<file path="src/verilog/rbs_params.svh">
`ifndef RBS_PARAMS_SVH
`define RBS_PARAMS_SVH

// receive output mode codes
`define RBS_MODE_RAW        2'h0
`define RBS_MODE_DEGLITCH   2'h1
`define RBS_MODE_RECOVER    2'h2
`define RBS_MODE_TRAIN      2'h3

// first prescaler codes select divide by 1, 5, 6 or 8
`define RBS_DIV_A_CODE0     4'h1
`define RBS_DIV_A_CODE1     4'h5
`define RBS_DIV_A_CODE2     4'h6
`define RBS_DIV_A_CODE3     4'h8

// oversample divider choices
`define RBS_DIV_C_LOW       5'hf
`define RBS_DIV_C_HIGH      5'h10

// deglitch window and vote thresholds
`define RBS_DG_WINDOW       7
`define RBS_DG_HIGH_VOTES   4'h5
`define RBS_DG_LOW_VOTES    4'h2

// training length equation terms
`define RBS_TRAIN_MULT      8'h4
`define RBS_TRAIN_BASE      8'h2

// reset value of the demodulator trim output
`define RBS_TRIM_RESET      3'h6

`endif

</file>
<file path="src/verilog/rbs_pkg.sv">
package rbs_pkg;

   // receive output mode
   typedef enum logic [1:0] {
      RBS_RAW,
      RBS_DEGLITCH,
      RBS_RECOVER,
      RBS_TRAIN
   } rbs_mode_t;

   // one recovered bit with its end-of-training mark
   typedef struct packed {
      logic train_end;
      logic data_bit;
   } rbs_bit_t;

endpackage : rbs_pkg

</file>
<file path="src/verilog/rbs_bit_buffer.sv">
module rbs_bit_buffer
   import rbs_pkg::*;
#(
   parameter int WIDTH = 2
) (
   input  wire logic             clock_in,
   input  wire logic             rst_n_in,
   input  wire logic             clear_in,
   input  wire logic             in_valid_in,
   input  wire logic [WIDTH-1:0] in_data_in,
   output logic                  in_ready_out,
   output logic                  out_valid_out,
   output logic      [WIDTH-1:0] out_data_out,
   input  wire logic             out_ready_in
);

   logic [WIDTH-1:0] mem_reg [2];
   logic             wr_ptr_reg;
   logic             rd_ptr_reg;
   logic [1:0]       count_reg;
   logic             push;
   logic             pop;

   ////////////////////////////////////////////////////////////////////////
   // handshakes
   assign in_ready_out  = (count_reg != 2'h2);
   assign out_valid_out = (count_reg != 2'h0);
   assign push          = in_valid_in && in_ready_out;
   assign pop           = out_valid_out && out_ready_in;
   assign out_data_out  = mem_reg[rd_ptr_reg];

   ////////////////////////////////////////////////////////////////////////
   // storage, cleared by reset, otherwise written only on push
   always_ff @(posedge clock_in) begin
      if (!rst_n_in) begin
         mem_reg[0] <= '0;
         mem_reg[1] <= '0;
      end else if (push) begin
         mem_reg[wr_ptr_reg] <= in_data_in;
      end
   end

   // pointers and fill count
   always_ff @(posedge clock_in) begin
      if (!rst_n_in || clear_in) begin
         wr_ptr_reg <= 1'b0;
         rd_ptr_reg <= 1'b0;
         count_reg  <= 2'h0;
      end else begin
         if (push) begin
            wr_ptr_reg <= ~wr_ptr_reg;
         end
         if (pop) begin
            rd_ptr_reg <= ~rd_ptr_reg;
         end
         count_reg <= count_reg + {1'b0, push} - {1'b0, pop};
      end
   end

   a_buf_no_overfill : assert property (@(posedge clock_in)
      disable iff (!rst_n_in) count_reg <= 2'h2)
      else $error("bit buffer count above two");

endmodule : rbs_bit_buffer

</file>
<file path="src/verilog/rbs_bit_sync.sv">
// Functional notes
// - mode 00 puts the slicer level on the data output with no filtering.
// - mode 01 puts the deglitched slicer level on the data output.
// - modes 10 and 11 output recovered bits with a matching bit clock.
// - bit rate is master clock over the product of the three dividers.
// - divider codes only reach 1/5/6/8, powers of two to 128, 15 or 16.
// - the bit clock runs at the bit rate only in modes 10 and 11.
// - with on-off keying the detector level replaces the slicer level.
// - learn closes the threshold switch, hold opens it.
// - deglitch votes five of seven high, two or fewer low, else holds.
// - in modes 10 and 11 data changes on the falling bit clock, clock low until a data edge.
// - training end pulses for one bit clock at the first breaking bit.
// - minimum training bits are four times the field, plus two, plus pair.
`include "rbs_params.svh"

module rbs_bit_sync
   import rbs_pkg::*;
(
   input  wire logic       clock_in,
   input  wire logic       rst_n_in,
   input  wire logic       slicer_in,
   input  wire logic       detector_in,
   input  wire logic       ook_select_in,
   input  wire logic [1:0] rx_output_mode_field_in,
   input  wire logic [1:0] prescale_div_a_in,
   input  wire logic [2:0] prescale_div_b_in,
   input  wire logic       bit_oversample_div_in,
   input  wire logic       paired_training_select_in,
   input  wire logic [4:0] training_length_field_in,
   input  wire logic       threshold_track_hold_in,
   input  wire logic [2:0] discriminator_trim_in,
   input  wire logic       bit_ready_in,
   output logic            received_bit_out,
   output logic            recovered_bit_clock_out,
   output logic            training_end_flag_out,
   output logic            threshold_learn_out,
   output logic            detector_bypass_out,
   output logic [2:0]      discriminator_trim_out,
   output logic            bit_valid_out,
   output rbs_bit_t        bit_word_out,
   output logic            bit_accept_out
);

   rbs_mode_t   mode;
   logic [1:0]  mode_prev_reg;
   logic        restart;
   logic [1:0]  slicer_sync_reg;
   logic [1:0]  detector_sync_reg;
   logic        src_bit;
   logic [3:0]  div_a;
   logic [7:0]  div_b;
   logic [4:0]  div_c;
   logic [11:0] pre_total;
   logic [11:0] pre_cnt_reg;
   logic        tick;
   logic [`RBS_DG_WINDOW-1:0] dg_shift_reg;
   logic [`RBS_DG_WINDOW-1:0] dg_shift_next;
   logic [3:0]  votes;
   logic        dg_reg;
   logic        dg_next;
   logic        edge_seen;
   logic [4:0]  phase_reg;
   logic [4:0]  half_c;
   logic        seen_edge_reg;
   logic        bit_strobe;
   logic        prev1_reg;
   logic        prev2_reg;
   logic [1:0]  hist_cnt_reg;
   logic        bit_fits;
   logic [7:0]  train_cnt_reg;
   logic [7:0]  train_min;
   logic        flag_reg;
   logic        rx_bit_reg;
   logic        recovered_bit_clock_reg;
   logic        recovered_bit_clock_next;
   rbs_bit_t    push_word;

   ////////////////////////////////////////////////////////////////////////
   // mode decode and restart on change
   assign mode    = rbs_mode_t'(rx_output_mode_field_in);
   assign restart = (mode_prev_reg != rx_output_mode_field_in);

   always_ff @(posedge clock_in) begin
      if (!rst_n_in) begin
         mode_prev_reg <= `RBS_MODE_RAW;
      end else begin
         mode_prev_reg <= rx_output_mode_field_in;
      end
   end

   ////////////////////////////////////////////////////////////////////////
   // pin synchronisers, second stage only is read
   always_ff @(posedge clock_in) begin
      if (!rst_n_in) begin
         slicer_sync_reg   <= 2'h0;
         detector_sync_reg <= 2'h0;
      end else begin
         slicer_sync_reg   <= {slicer_sync_reg[0], slicer_in};
         detector_sync_reg <= {detector_sync_reg[0], detector_in};
      end
   end

   // on-off keying takes the detector path
   assign src_bit = ook_select_in ? detector_sync_reg[1]
                                  : slicer_sync_reg[1];

   ////////////////////////////////////////////////////////////////////////
   // analog side controls
   always_ff @(posedge clock_in) begin
      if (!rst_n_in) begin
         threshold_learn_out    <= 1'b0;
         detector_bypass_out    <= 1'b0;
         discriminator_trim_out <= `RBS_TRIM_RESET;
      end else begin
         threshold_learn_out    <= threshold_track_hold_in;
         detector_bypass_out    <= ook_select_in;
         discriminator_trim_out <= discriminator_trim_in;
      end
   end

   ////////////////////////////////////////////////////////////////////////
   // divider code decode, only legal values reachable
   always_comb begin
      unique case (prescale_div_a_in)
         2'h0: div_a = `RBS_DIV_A_CODE0;
         2'h1: div_a = `RBS_DIV_A_CODE1;
         2'h2: div_a = `RBS_DIV_A_CODE2;
         2'h3: div_a = `RBS_DIV_A_CODE3;
      endcase
   end

   assign div_b     = 8'h1 << prescale_div_b_in;
   assign div_c     = bit_oversample_div_in ? `RBS_DIV_C_HIGH
                                            : `RBS_DIV_C_LOW;
   assign pre_total = 12'(div_a * div_b);
   assign half_c    = div_c >> 1;

   // prescaler, one tick every div_a times div_b cycles
   always_ff @(posedge clock_in) begin
      if (!rst_n_in || restart) begin
         pre_cnt_reg <= 12'h0;
      end else if (pre_cnt_reg >= pre_total - 12'h1) begin
         pre_cnt_reg <= 12'h0;
      end else begin
         pre_cnt_reg <= pre_cnt_reg + 12'h1;
      end
   end

   assign tick = (pre_cnt_reg >= pre_total - 12'h1) && !restart;

   ////////////////////////////////////////////////////////////////////////
   // deglitch vote over the sample window
   assign dg_shift_next = {dg_shift_reg[`RBS_DG_WINDOW-2:0], src_bit};

   always_comb begin
      votes = 4'h0;
      for (int i = 0; i < `RBS_DG_WINDOW; i++) begin
         votes = votes + {3'h0, dg_shift_next[i]};
      end
   end

   always_comb begin
      if (votes >= `RBS_DG_HIGH_VOTES) begin
         dg_next = 1'b1;
      end else if (votes <= `RBS_DG_LOW_VOTES) begin
         dg_next = 1'b0;
      end else begin
         dg_next = dg_reg;
      end
   end

   always_ff @(posedge clock_in) begin
      if (!rst_n_in || restart) begin
         dg_shift_reg <= '0;
         dg_reg       <= 1'b0;
      end else if (tick) begin
         dg_shift_reg <= dg_shift_next;
         dg_reg       <= dg_next;
      end
   end

   ////////////////////////////////////////////////////////////////////////
   // bit phase, realigned on each deglitched data edge
   assign edge_seen  = tick && (dg_next != dg_reg);
   assign bit_strobe = tick && !edge_seen && seen_edge_reg
                       && (phase_reg == half_c - 5'h1);

   always_ff @(posedge clock_in) begin
      if (!rst_n_in || restart) begin
         phase_reg     <= 5'h0;
         seen_edge_reg <= 1'b0;
      end else if (edge_seen) begin
         phase_reg     <= 5'h0;
         seen_edge_reg <= 1'b1;
      end else if (tick) begin
         if (phase_reg >= div_c - 5'h1) begin
            phase_reg <= 5'h0;
         end else begin
            phase_reg <= phase_reg + 5'h1;
         end
      end
   end

   ////////////////////////////////////////////////////////////////////////
   // training pattern tracking on each recovered bit
   // in paired mode the second bit received cannot break the pattern yet, so it counts
   assign bit_fits = paired_training_select_in
                     ? (hist_cnt_reg == 2'h1)
                       || ((hist_cnt_reg == 2'h2) && (dg_reg != prev2_reg))
                     : (hist_cnt_reg != 2'h0) && (dg_reg != prev1_reg);
   assign train_min = `RBS_TRAIN_MULT * {3'h0, training_length_field_in}
                      + `RBS_TRAIN_BASE
                      + {7'h0, paired_training_select_in};

   always_ff @(posedge clock_in) begin
      if (!rst_n_in || restart) begin
         prev1_reg    <= 1'b0;
         prev2_reg    <= 1'b0;
         hist_cnt_reg <= 2'h0;
      end else if (bit_strobe) begin
         prev1_reg <= dg_reg;
         prev2_reg <= prev1_reg;
         if (hist_cnt_reg != 2'h2) begin
            hist_cnt_reg <= hist_cnt_reg + 2'h1;
         end
      end
   end

   // pattern length count, saturating
   always_ff @(posedge clock_in) begin
      if (!rst_n_in || restart) begin
         train_cnt_reg <= 8'h0;
      end else if (bit_strobe) begin
         if (bit_fits || hist_cnt_reg == 2'h0) begin
            if (train_cnt_reg != 8'hff) begin
               train_cnt_reg <= train_cnt_reg + 8'h1;
            end
         end else begin
            train_cnt_reg <= 8'h0;
         end
      end
   end

   // end flag, one bit clock long, self train mode only
   always_ff @(posedge clock_in) begin
      if (!rst_n_in || restart) begin
         flag_reg <= 1'b0;
      end else if (bit_strobe) begin
         flag_reg <= (mode == RBS_TRAIN) && !bit_fits
                     && (hist_cnt_reg != 2'h0)
                     && (train_cnt_reg >= train_min);
      end
   end

   ////////////////////////////////////////////////////////////////////////
   // output selection per mode
   always_comb begin
      unique case (mode)
         RBS_RAW: begin
            recovered_bit_clock_next = 1'b0;
         end
         RBS_DEGLITCH: begin
            recovered_bit_clock_next = (pre_cnt_reg < (pre_total >> 1))
                        || (pre_total == 12'h1);
         end
         RBS_RECOVER, RBS_TRAIN: begin
            recovered_bit_clock_next = seen_edge_reg && (phase_reg >= half_c);
         end
      endcase
   end

   always_ff @(posedge clock_in) begin
      if (!rst_n_in) begin
         rx_bit_reg <= 1'b0;
         recovered_bit_clock_reg   <= 1'b0;
      end else begin
         if (mode == RBS_RAW) begin
            rx_bit_reg <= src_bit;
         end else begin
            rx_bit_reg <= dg_reg;
         end
         recovered_bit_clock_reg <= recovered_bit_clock_next && !restart;
      end
   end

   assign received_bit_out        = rx_bit_reg;
   assign recovered_bit_clock_out = recovered_bit_clock_reg;
   assign training_end_flag_out   = flag_reg;

   ////////////////////////////////////////////////////////////////////////
   // recovered bits toward the host through a two entry buffer
   assign push_word.train_end = (mode == RBS_TRAIN) && !bit_fits
                                && (hist_cnt_reg != 2'h0)
                                && (train_cnt_reg >= train_min);
   assign push_word.data_bit  = dg_reg;

   rbs_bit_buffer #(
      .WIDTH ($bits(rbs_bit_t))
   ) u_buffer (
      .clock_in      (clock_in),
      .rst_n_in      (rst_n_in),
      .clear_in      (restart),
      .in_valid_in   (bit_strobe && mode[1]),
      .in_data_in    (push_word),
      .in_ready_out  (bit_accept_out),
      .out_valid_out (bit_valid_out),
      .out_data_out  (bit_word_out),
      .out_ready_in  (bit_ready_in)
   );

   ////////////////////////////////////////////////////////////////////////
   // checks
   a_raw_passes_slicer : assert property (@(posedge clock_in)
      disable iff (!rst_n_in)
      (mode == RBS_RAW) |=> received_bit_out == $past(src_bit))
      else $error("raw mode output not slicer level");

   a_raw_clock_low : assert property (@(posedge clock_in)
      disable iff (!rst_n_in)
      (mode == RBS_RAW) ##1 (mode == RBS_RAW)
      |-> !recovered_bit_clock_out && !training_end_flag_out)
      else $error("clock or flag active in raw mode");

   a_deglitch_output : assert property (@(posedge clock_in)
      disable iff (!rst_n_in)
      (mode == RBS_DEGLITCH) |=> received_bit_out == $past(dg_reg))
      else $error("deglitch mode output not filtered");

   a_vote_high : assert property (@(posedge clock_in)
      disable iff (!rst_n_in || restart)
      tick && votes >= 4'h5 |=> dg_reg)
      else $error("five votes did not drive filter high");

   a_vote_low : assert property (@(posedge clock_in)
      disable iff (!rst_n_in || restart)
      tick && votes <= 4'h2 |=> !dg_reg)
      else $error("two votes did not drive filter low");

   a_clock_waits_edge : assert property (@(posedge clock_in)
      disable iff (!rst_n_in)
      !seen_edge_reg && mode[1] |=> !recovered_bit_clock_out)
      else $error("bit clock ran before a data edge");

   a_edge_falls_clock : assert property (@(posedge clock_in)
      disable iff (!rst_n_in || restart)
      edge_seen && mode[1] |=> ##1 !recovered_bit_clock_out)
      else $error("data edge not on falling bit clock");

   a_flag_train_only : assert property (@(posedge clock_in)
      disable iff (!rst_n_in)
      training_end_flag_out |-> $past(mode) == RBS_TRAIN)
      else $error("training flag outside self train");

   a_flag_needs_length : assert property (@(posedge clock_in)
      disable iff (!rst_n_in || restart)
      bit_strobe && train_cnt_reg < train_min |=> !flag_reg)
      else $error("training flag before minimum length");

   a_restart_clears : assert property (@(posedge clock_in)
      disable iff (!rst_n_in)
      restart |=> !seen_edge_reg && !flag_reg && phase_reg == 5'h0)
      else $error("mode change left stale state");

   a_phase_bound : assert property (@(posedge clock_in)
      disable iff (!rst_n_in || restart)
      phase_reg < div_c)
      else $error("bit phase beyond oversample divider");

   c_recovered_bit : cover property (@(posedge clock_in)
      disable iff (!rst_n_in) bit_strobe && mode == RBS_RECOVER);

   c_training_end : cover property (@(posedge clock_in)
      disable iff (!rst_n_in) $rose(training_end_flag_out));

   c_buffer_full : cover property (@(posedge clock_in)
      disable iff (!rst_n_in) !bit_accept_out);

endmodule : rbs_bit_sync

</file>
<file path="config.mk">
export PLATFORM = sky130hd
export DESIGN_NAME = rbs_bit_sync
export DESIGN_NICKNAME = d
export VERILOG_FILES = /design/src/verilog/rbs_pkg.sv /design/src/verilog/rbs_bit_buffer.sv /design/src/verilog/rbs_bit_sync.sv
export VERILOG_INCLUDE_DIRS = /design/src /design/src/verilog
export SDC_FILE = /design/constraint.sdc
export NUM_CORES = 1
export LEC_CHECK = 0
export BUFFER_PORTS_ARGS = -buffer_cell sky130_fd_sc_hd__buf_2
export CORE_UTILIZATION = 66
export CTS_CLUSTER_SIZE = 8
export DETAILED_ROUTE_END_ITERATION = 12
export GPL_TIMING_DRIVEN = 0
export PLACE_DENSITY = 0.93
export SLEW_MARGIN = 25
export SYNTH_ARGS = -nofsm -noshare
export SYNTH_HDL_FRONTEND = slang
export SYNTH_SLANG_ARGS = --single-unit
</file>
<file path="constraint.sdc">
create_clock -name clock_in -period 10.9 [get_ports clock_in]
set_clock_uncertainty 0.1 [all_clocks]
set_input_delay 1.09 -clock clock_in [delete_from_list [all_inputs] [get_ports clock_in]]
set_output_delay 1.09 -clock clock_in [all_outputs]
set_load 0.02 [all_outputs]
</file>
==> results.md, run 1 <==
* DRT Pass-1 Iters at 5
* Top FF cell, synth: dfxtp_1
* IO Pins at 36
* Hold_buf cts at 0
* First-pass GRT wire length at 17500 um
* DP HPWL at roughly 8000 um
* Synthesis-stage register bit count at 60
* Final Critical Period at 7340 ps
* I/O Buffers at 35
* Setup-failing EPs final at 0
* Clock latency on the worst-skew pair at 340 ps
* Clock Tree Root: clkbuf_8
* Post-synth EDFFs at 4
* Max_slew headroom at between 50% and 60%
* Vias at ~4000
* # diodes at 0
* FP Rows at 30
* Antenna-violating nets left at 0
* Post-CTS setup buffer count at 0
* Post-Syn Nets at 641
* Total of max-cap violations at 0
* Core area at around 6800 um2
* Synth warn at 0
* CTS Buffer Depth at 2
* Hold violation count in the final report at 0
* CTS Buf Count at 9
* Maximum vdd drop at 94.0 uV
* Worst setup SP type: primary input
* Final nets at slightly below 700
* RR Startpoint: detector_sync_reg[1]
* Via-to-Cell Ratio at 5.85
* Crit. End Element: register
* H-tree lvl count at 3
* # clock sinks at 60
* Pin count of the biggest net entering global routing at 13
* Unrepaired setup endpoints after global routing: no
* Share of cells above drive strength 1 at between 10% and 20%
* Final WL at about 10000 um
* Worst-path maximum fanout at 7
* Fin crit share at 67.3%
* GP Congestion at ~0.85
* Hold_sp: slicer_sync_reg[0]
* Placed Cells at approximately 670
* Worst Path Required at around 11000 ps
* CTS tree: done
* Status: finished clean
* Clk slew on worst S/H paths at approximately 70 ps
* Fraction of registers with async set or reset after synthesis at 0%
* Post-Synthesis Cell Area at around 4700 um2
* GRT Total Usage at between 20% and 30%
* Crit Path Class: in2reg
* Die width at 86.0 um
* Seq/Total Area, Yosys at between 20% and 30%
* Vias in the first global route at 4029
* Cts repair resizes at 0
* Area of the die at around 7400 um2
* Pwr/cell area at slightly below 100 nW/um2
* Fmax at between 100 and 150 MHz
* Syn avg cell area at ~8.6 um2
* GRT overflow at 0
* WP data arrival at 7530 ps
* DRC errors left at 0
* WL per Instance at between 10 and 15 um
* Non-Filler Instances at about 700
* Hold Crit Class: reg2reg
* Initial antenna violation count at 0
* Syn-to-layout area delta at 10.5%
* Mapped Cells at 541
* Standby leakage power at around 2.3 nW
* Setup TNS at 0 ps
* Initial Utilization at about two thirds
* Starting DRT DRC Count at 236
* Max FFs per register at 12
* Slew Viols, Final at 0
* Fill cells at about 470
* Worst-margin pin slew at about 750 ps
* Die H at around 86 um
* Post-synth cell types at just under 60
* Worst setup path start: prescale_div_a_in[0]
layout make-up:
class | count | area, um2 | share of cell area (%)
clock inverters | 6 | 45.0 | 0.876
multi-input cells | 417 | 3170 | 61.7
clock buffers | 10 | 149 | 2.90
repair buffers | 35 | 175 | 3.41
flip-flops and latches | 60 | 1240 | 24.1
inverters | 55 | 206 | 4.01
plain buffers | 9 | 33.8 | 0.657
well taps | 96 | 120 | 2.34
cell usage in the layout, fill, tap and decap left out, drive strengths merged, types with 4 or more instances in the layout:
cell,n
fa,16
buf,36
or2,4
xor2,14
nor2b,6
o21a,5
o21ai,17
or4,4
clkbuf,18
mux2i,11
and4,4
o31ai,5
nor2,63
a211oi,6
dfxtp,56
nand3,29
nand2,30
ha,60
a21oi,17
or3,4
a21o,12
xnor2,21
nor3b,4
nor3,13
edfxtp,4
and2,12
nand2b,17
and3,7
inv,56
nand4,7
nor4,4
power by group:
part	switching [mW]	internal, mW	leakage [nW]
Clock	0.0963	0.0969	0.0900
Sequential	0.00131	0.225	0.492
Combinational	0.0549	0.0360	1.67
Total	0.153	0.358	2.25
synth_stat cells (2+ instances only):
library cell / n / share of area, %
o21bai_1: 2 / 0.32
nor3_1: 13 / 1.4
a21o_1: 11 / 1.8
and4_1: 3 / 0.56
a21oi_1: 16 / 1.7
o31ai_1: 5 / 0.81
nor3b_1: 3 / 0.48
mux2i_1: 11 / 2.4
ha_1: 60 / 16
clkbuf_1: 8 / 0.65
inv_1: 55 / 4.4
fa_1: 16 / 6.9
a31oi_1: 3 / 0.40
nor2_1: 63 / 5.1
xnor2_1: 21 / 4.0
dfxtp_1: 56 / 24
or2_2: 3 / 0.40
nand2b_1: 17 / 2.3
and2_1: 12 / 1.6
nand3_1: 29 / 3.1
nor2b_1: 6 / 0.81
nand2_1: 30 / 2.4
or4_1: 3 / 0.48
nand4_1: 7 / 0.94
o21ai_0: 14 / 1.5
edfxtp_1: 4 / 2.6
o21ba_2: 2 / 0.43
xor2_1: 14 / 2.6
a31o_2: 2 / 0.38
a211oi_1: 6 / 0.97
or3_1: 4 / 0.54
mux2_2: 2 / 0.48
o21ai_1: 3 / 0.32
o21a_1: 5 / 0.81
and3_1: 7 / 0.94
nor4_4: 2 / 0.91
critical path, stage by stage:
cell and delay (ps):
buf_2 100, inv_1 60, ha_1 330, nand2_1 110, or3_1 350, fa_1 510, inv_1 60, fa_1 500
ha_1 310, a211oi_1 300, nor3b_1 110, o21ai_0 260, o2bb2ai_1 230, xor2_1 390, nand4_1 180, xnor2_1 260
ha_1 290, a21o_1 170, a21o_1 210, o21ai_1 590, inv_1 290, nand3_1 320, o21ai_1 240, o21ba_2 290
path summary, 6_finish.rpt:
path                                          endpoint  slack, ps  depth (start not counted)
worst max-delay path                  train_cnt_reg[4]       3560                         24
worst max register to register  u_buffer.mem_reg[1][0]       5980                         12
worst min register to register      slicer_sync_reg[1]        340                          1
worst min-delay path                slicer_sync_reg[1]        340                          1
per-stage QoR:
step	utilization, %	power (mW)	setup slack (ps)	hold slack (ps)	area, um2
CTS	75.7	0.512	3600	343	5140
global placement	72.8	0.314	3490	316	4950
global route	75.7	0.531	3070	351	5140
finish	75.7	0.510	3560	340	5140
detailed placement	72.8	0.320	3290	325	4950
floorplan	-	0.295	4290	312	4650
cell families after synthesis:
logic type / Yosys count / synth area share (%)
mux: 13 / 2.85
compound gates: 81 / 11.6
fa+ha+maj: 77 / 23.2
flops: 60 / 26.7
buf+inv: 64 / 5.16
xor+xnor: 35 / 6.59
simple gates: 211 / 23.9
metal layers:
metal,GRT usage (%),up-vias,share of wire [%]
li1,-,1957,-
met5,0,-,0
met1,35.3,1928,43
met3,5.68,19,4.2
met4,12.6,0,1.9
met2,52.2,119,51
Note: power is estimated with default switching activity, not from simulation.
==> inputs of run 2 (changes only) <==
--- a/config.mk
+++ b/config.mk
@@ -7,11 +7,11 @@
 export NUM_CORES = 1
 export LEC_CHECK = 0
 export BUFFER_PORTS_ARGS = -buffer_cell sky130_fd_sc_hd__buf_2
-export CORE_UTILIZATION = 66
+export CORE_UTILIZATION = 55
 export CTS_CLUSTER_SIZE = 8
 export DETAILED_ROUTE_END_ITERATION = 12
 export GPL_TIMING_DRIVEN = 0
-export PLACE_DENSITY = 0.93
+export PLACE_DENSITY = 0.84
 export SLEW_MARGIN = 25
 export SYNTH_ARGS = -nofsm -noshare
 export SYNTH_HDL_FRONTEND = slang
==> constraint.sdc (replaced) <==
create_clock -name clock_in -period 6.2 [get_ports clock_in]
set_clock_uncertainty 0.1 [all_clocks]
set_input_delay 0.62 -clock clock_in [delete_from_list [all_inputs] [get_ports clock_in]]
set_output_delay 0.62 -clock clock_in [all_outputs]
set_load 0.02 [all_outputs]
==> run 2 against run 1 <==
Net effect:
- the run now ends with DRC left
- count of clock-buffer cells in the layout is 1 lower
- global-route usage decreased by 6.0 points
- sequential share of layout area down 1.2 points
- total power up 83%
- die area rose by 20%
- final cell count increased by 3.2%
- critical path depth rose by 2
- largest power group unchanged
==> results.md, run 2 (synthesis gave the netlist of run 1 again) <==
* Hold depth at 1 (unchanged)
* Net Sw Frac at 29.7% (-0.23 points)
* Die width at 94.0 um (+9.3%)
* Power Internal at 657 uW (+84%)
* WP data arrival at 6200 ps (-1330 ps)
* DP HPWL at 7690 um (-3.8%)
* Worst hold endpoint: detector_sync_reg[1]
* Worst-margin pin slew at 513 ps (-236 ps)
* Max layer used: met4
* Starting DRT DRC Count at 174 (-26%)
* Share of cells above drive strength 1 at 17.9% (+6.2 points)
* Worst-path maximum fanout at 6 (-1)
* Slew Viols, Final at 0 (unchanged)
* Initial antenna violation count at 0 (unchanged)
* GP Congestion at 0.886 (+4.2%)
* FP Rows at 33 (+10%)
* Setup-failing EPs final at 0 (unchanged)
* Max_slew headroom at 65.8% (+16 points)
* Antenna-violating nets left at 0 (unchanged)
* Initial Utilization at 56.6% (-12 points)
* WL per Instance at 14.7 um (-1.8%)
* Most common cell after layout, fill and taps aside: nor2_1
* WL met3 at 295 um (-32%)
* Worst Path Required at 6320 ps (-4770 ps)
* # clock sinks at 60 (unchanged)
* Total of max-cap violations at 0 (unchanged)
* Clk slew on worst S/H paths at 70 ps (about the same)
* Final Critical Period at roughly 6100 ps
* Vias at 3980 (-1.1%)
* Comb pwr share at 19.3% (+1.5 points)
* Standby leakage power at 2.37 nW (+5.1%)
* Pwr/cell area at 172 nW/um2 (+74%)
* Area of the die at 8830 um2 (+20%)
* P_sw at 277 uW (+82%)
* I/O Buffers at 35 (unchanged)
* Most frequent cells in the layout: nor2_1 (63), ha_1 (58), dfxtp_1 (56), inv_1 (54), buf_2 (35)
* Hold_sp: detector_sync_reg[0]
* Core area at 8220 um2 (+21%)
* Worst setup SP type: primary input
* Status: finished, violations left
* Maximum vdd drop at 121 uV (+29%)
* R2r setup slk at 1540 ps (-4440 ps)
* GRT overflow at 0 (unchanged)
* M1 WL at 4550 um (+2.9%)
* First-pass GRT wire length at 16500 um (-5.6%)
* H-tree lvl count at 3 (unchanged)
* Vias in the first global route at 3749 (-6.9%)
* # diodes at 0 (unchanged)
* IO Pins at 36 (unchanged)
* Hold Crit Class: reg2reg
* Pwr Total at 934 uW (+83%)
* DR WL met2 at 5440 um (+3.6%)
* Final WL at 10400 um (+1.3%)
* Reg2Reg Depth at 13 (+1)
* GRT Total Usage at 23.7% (-6.0 points)
* Syn-to-layout area delta at 16.5%
* CTS Buf Count at 9 (unchanged)
* Final design utilization at 66.0% (-9.7 points)
* Final nets at 700 (+1.9%)
* Pin count of the biggest net entering global routing at 13 (unchanged)
* Die H at 94.0 um (+9.3%)
* DRT Pass-1 Iters at 8 (+3)
* DRC errors left at 1 (+1)
* Failing checks: DRC
* CTS Buffer Depth at 2 (unchanged)
* Hold violation count in the final report at 0 (unchanged)
* Via-to-Cell Ratio at 5.61 (-4.1%)
* Crit Path Class: in2reg
* Fin crit share at a little over nine tenths
* Seq pwr share at 42.5% (-1.8 points)
* Clock latency on the worst-skew pair at 340 ps (about the same)
* Clock Tree Root: clkbuf_8
* RR Startpoint: detector_sync_reg[1]
* Crit. End Element: register
* Max FFs per register at 12 (unchanged)
* Clk pwr share at 38.1% (+0.2 points)
* CTS tree: done
* RR Endpoint: u_buffer.count_reg[1]
* Fmax at about 160 MHz
[run 2: changes by cell type in the layout (fill, tap and decap cells not counted), moves of 3 or more]
| cell | before | now |
|---|---|---|
| buf_4 | 0 | 13 |
| clkinvlp_4 | 3 | 0 |
| xnor2_1 | 21 | 18 |
| xnor2_2 | 0 | 3 |
[run 2: timing repair]
item	CTS	global route
hold buffers	0	0
resized for setup	11	22
endpoints found under the hold margin	0	0
setup endpoints to repair	38	48
pin swaps	2	14
setup buffers	2	11
[run 2: layout make-up]
cell class	instances	area, um2
timing repair buffer	48	273
clock inverter	7	75.1
sequential	60	1240
clock buffer	9	124
tap	105	131
inverter	55	206
fill	633	2800
multi-input combinational	417	3340
buffer	9	33.8
[run 2: worst max path at each step]
stage               slack, ps            startpoint                      to
finish                    120  prescale_div_a_in[0]   u_buffer.count_reg[1]
global route             -160  prescale_div_a_in[0]   u_buffer.count_reg[1]
CTS                       -20  prescale_div_a_in[0]  u_buffer.mem_reg[0][1]
detailed placement       -880  prescale_div_a_in[0]        train_cnt_reg[4]
global placement         -790  prescale_div_a_in[0]        train_cnt_reg[4]
floorplan                  60  prescale_div_a_in[0]        train_cnt_reg[4]
[run 2: routing by layer]
metal,up-vias,GRT usage (%)
met4,0,8.08
met5,-,0
met3,21,3.80
li1,1986,-
met1,1887,28.0
met2,86,43.2
[run 2: per-stage QoR]
| stage | TNS (ps) | cell area [um2] | cells | setup WS [ps] | hold WS [ps] |
|---|---|---|---|---|---|
| 4_1_cts | -39.7 | 5230 | 699 | -16.7 | 335 |
| 2_1_floorplan | 0 | 4650 | 541 | 64.9 | 312 |
| 5_1_grt | -1470 | 5420 | 710 | -165 | 352 |
| 3_5_place_dp | -23940 | 4960 | 681 | -878 | 318 |
| 6_report | 0 | 5420 | 710 | 123 | 332 |
| 3_3_place_gp | -18690 | 4960 | 681 | -787 | 314 |
[run 2: power by group through the flow]
stage	clock network (mW)	logic (mW)	registers [mW]
floorplan	0	0.110	0.408
global placement	0	0.148	0.406
detailed placement	0	0.155	0.406
CTS	0.357	0.161	0.397
global route	0.373	0.202	0.398
finish	0.356	0.181	0.397
[run 2: worst max-delay path, stage by stage]
cell	delay, ps
buf_2	100
inv_1	80
ha_4	280
nand2_1	90
or3_4	350
fa_1	500
inv_1	50
fa_1	520
inv_1	60
fa_2	570
and3_1	220
nand3_1	210
nor2_1	260
and3_1	210
xor2_1	80
ha_1	320
a21o_1	130
a21o_1	120
a21o_1	170
buf_4	140
o21ai_4	70
buf_4	190
nor4_4	420
buf_4	200
nand3_1	70
nor3b_2	150
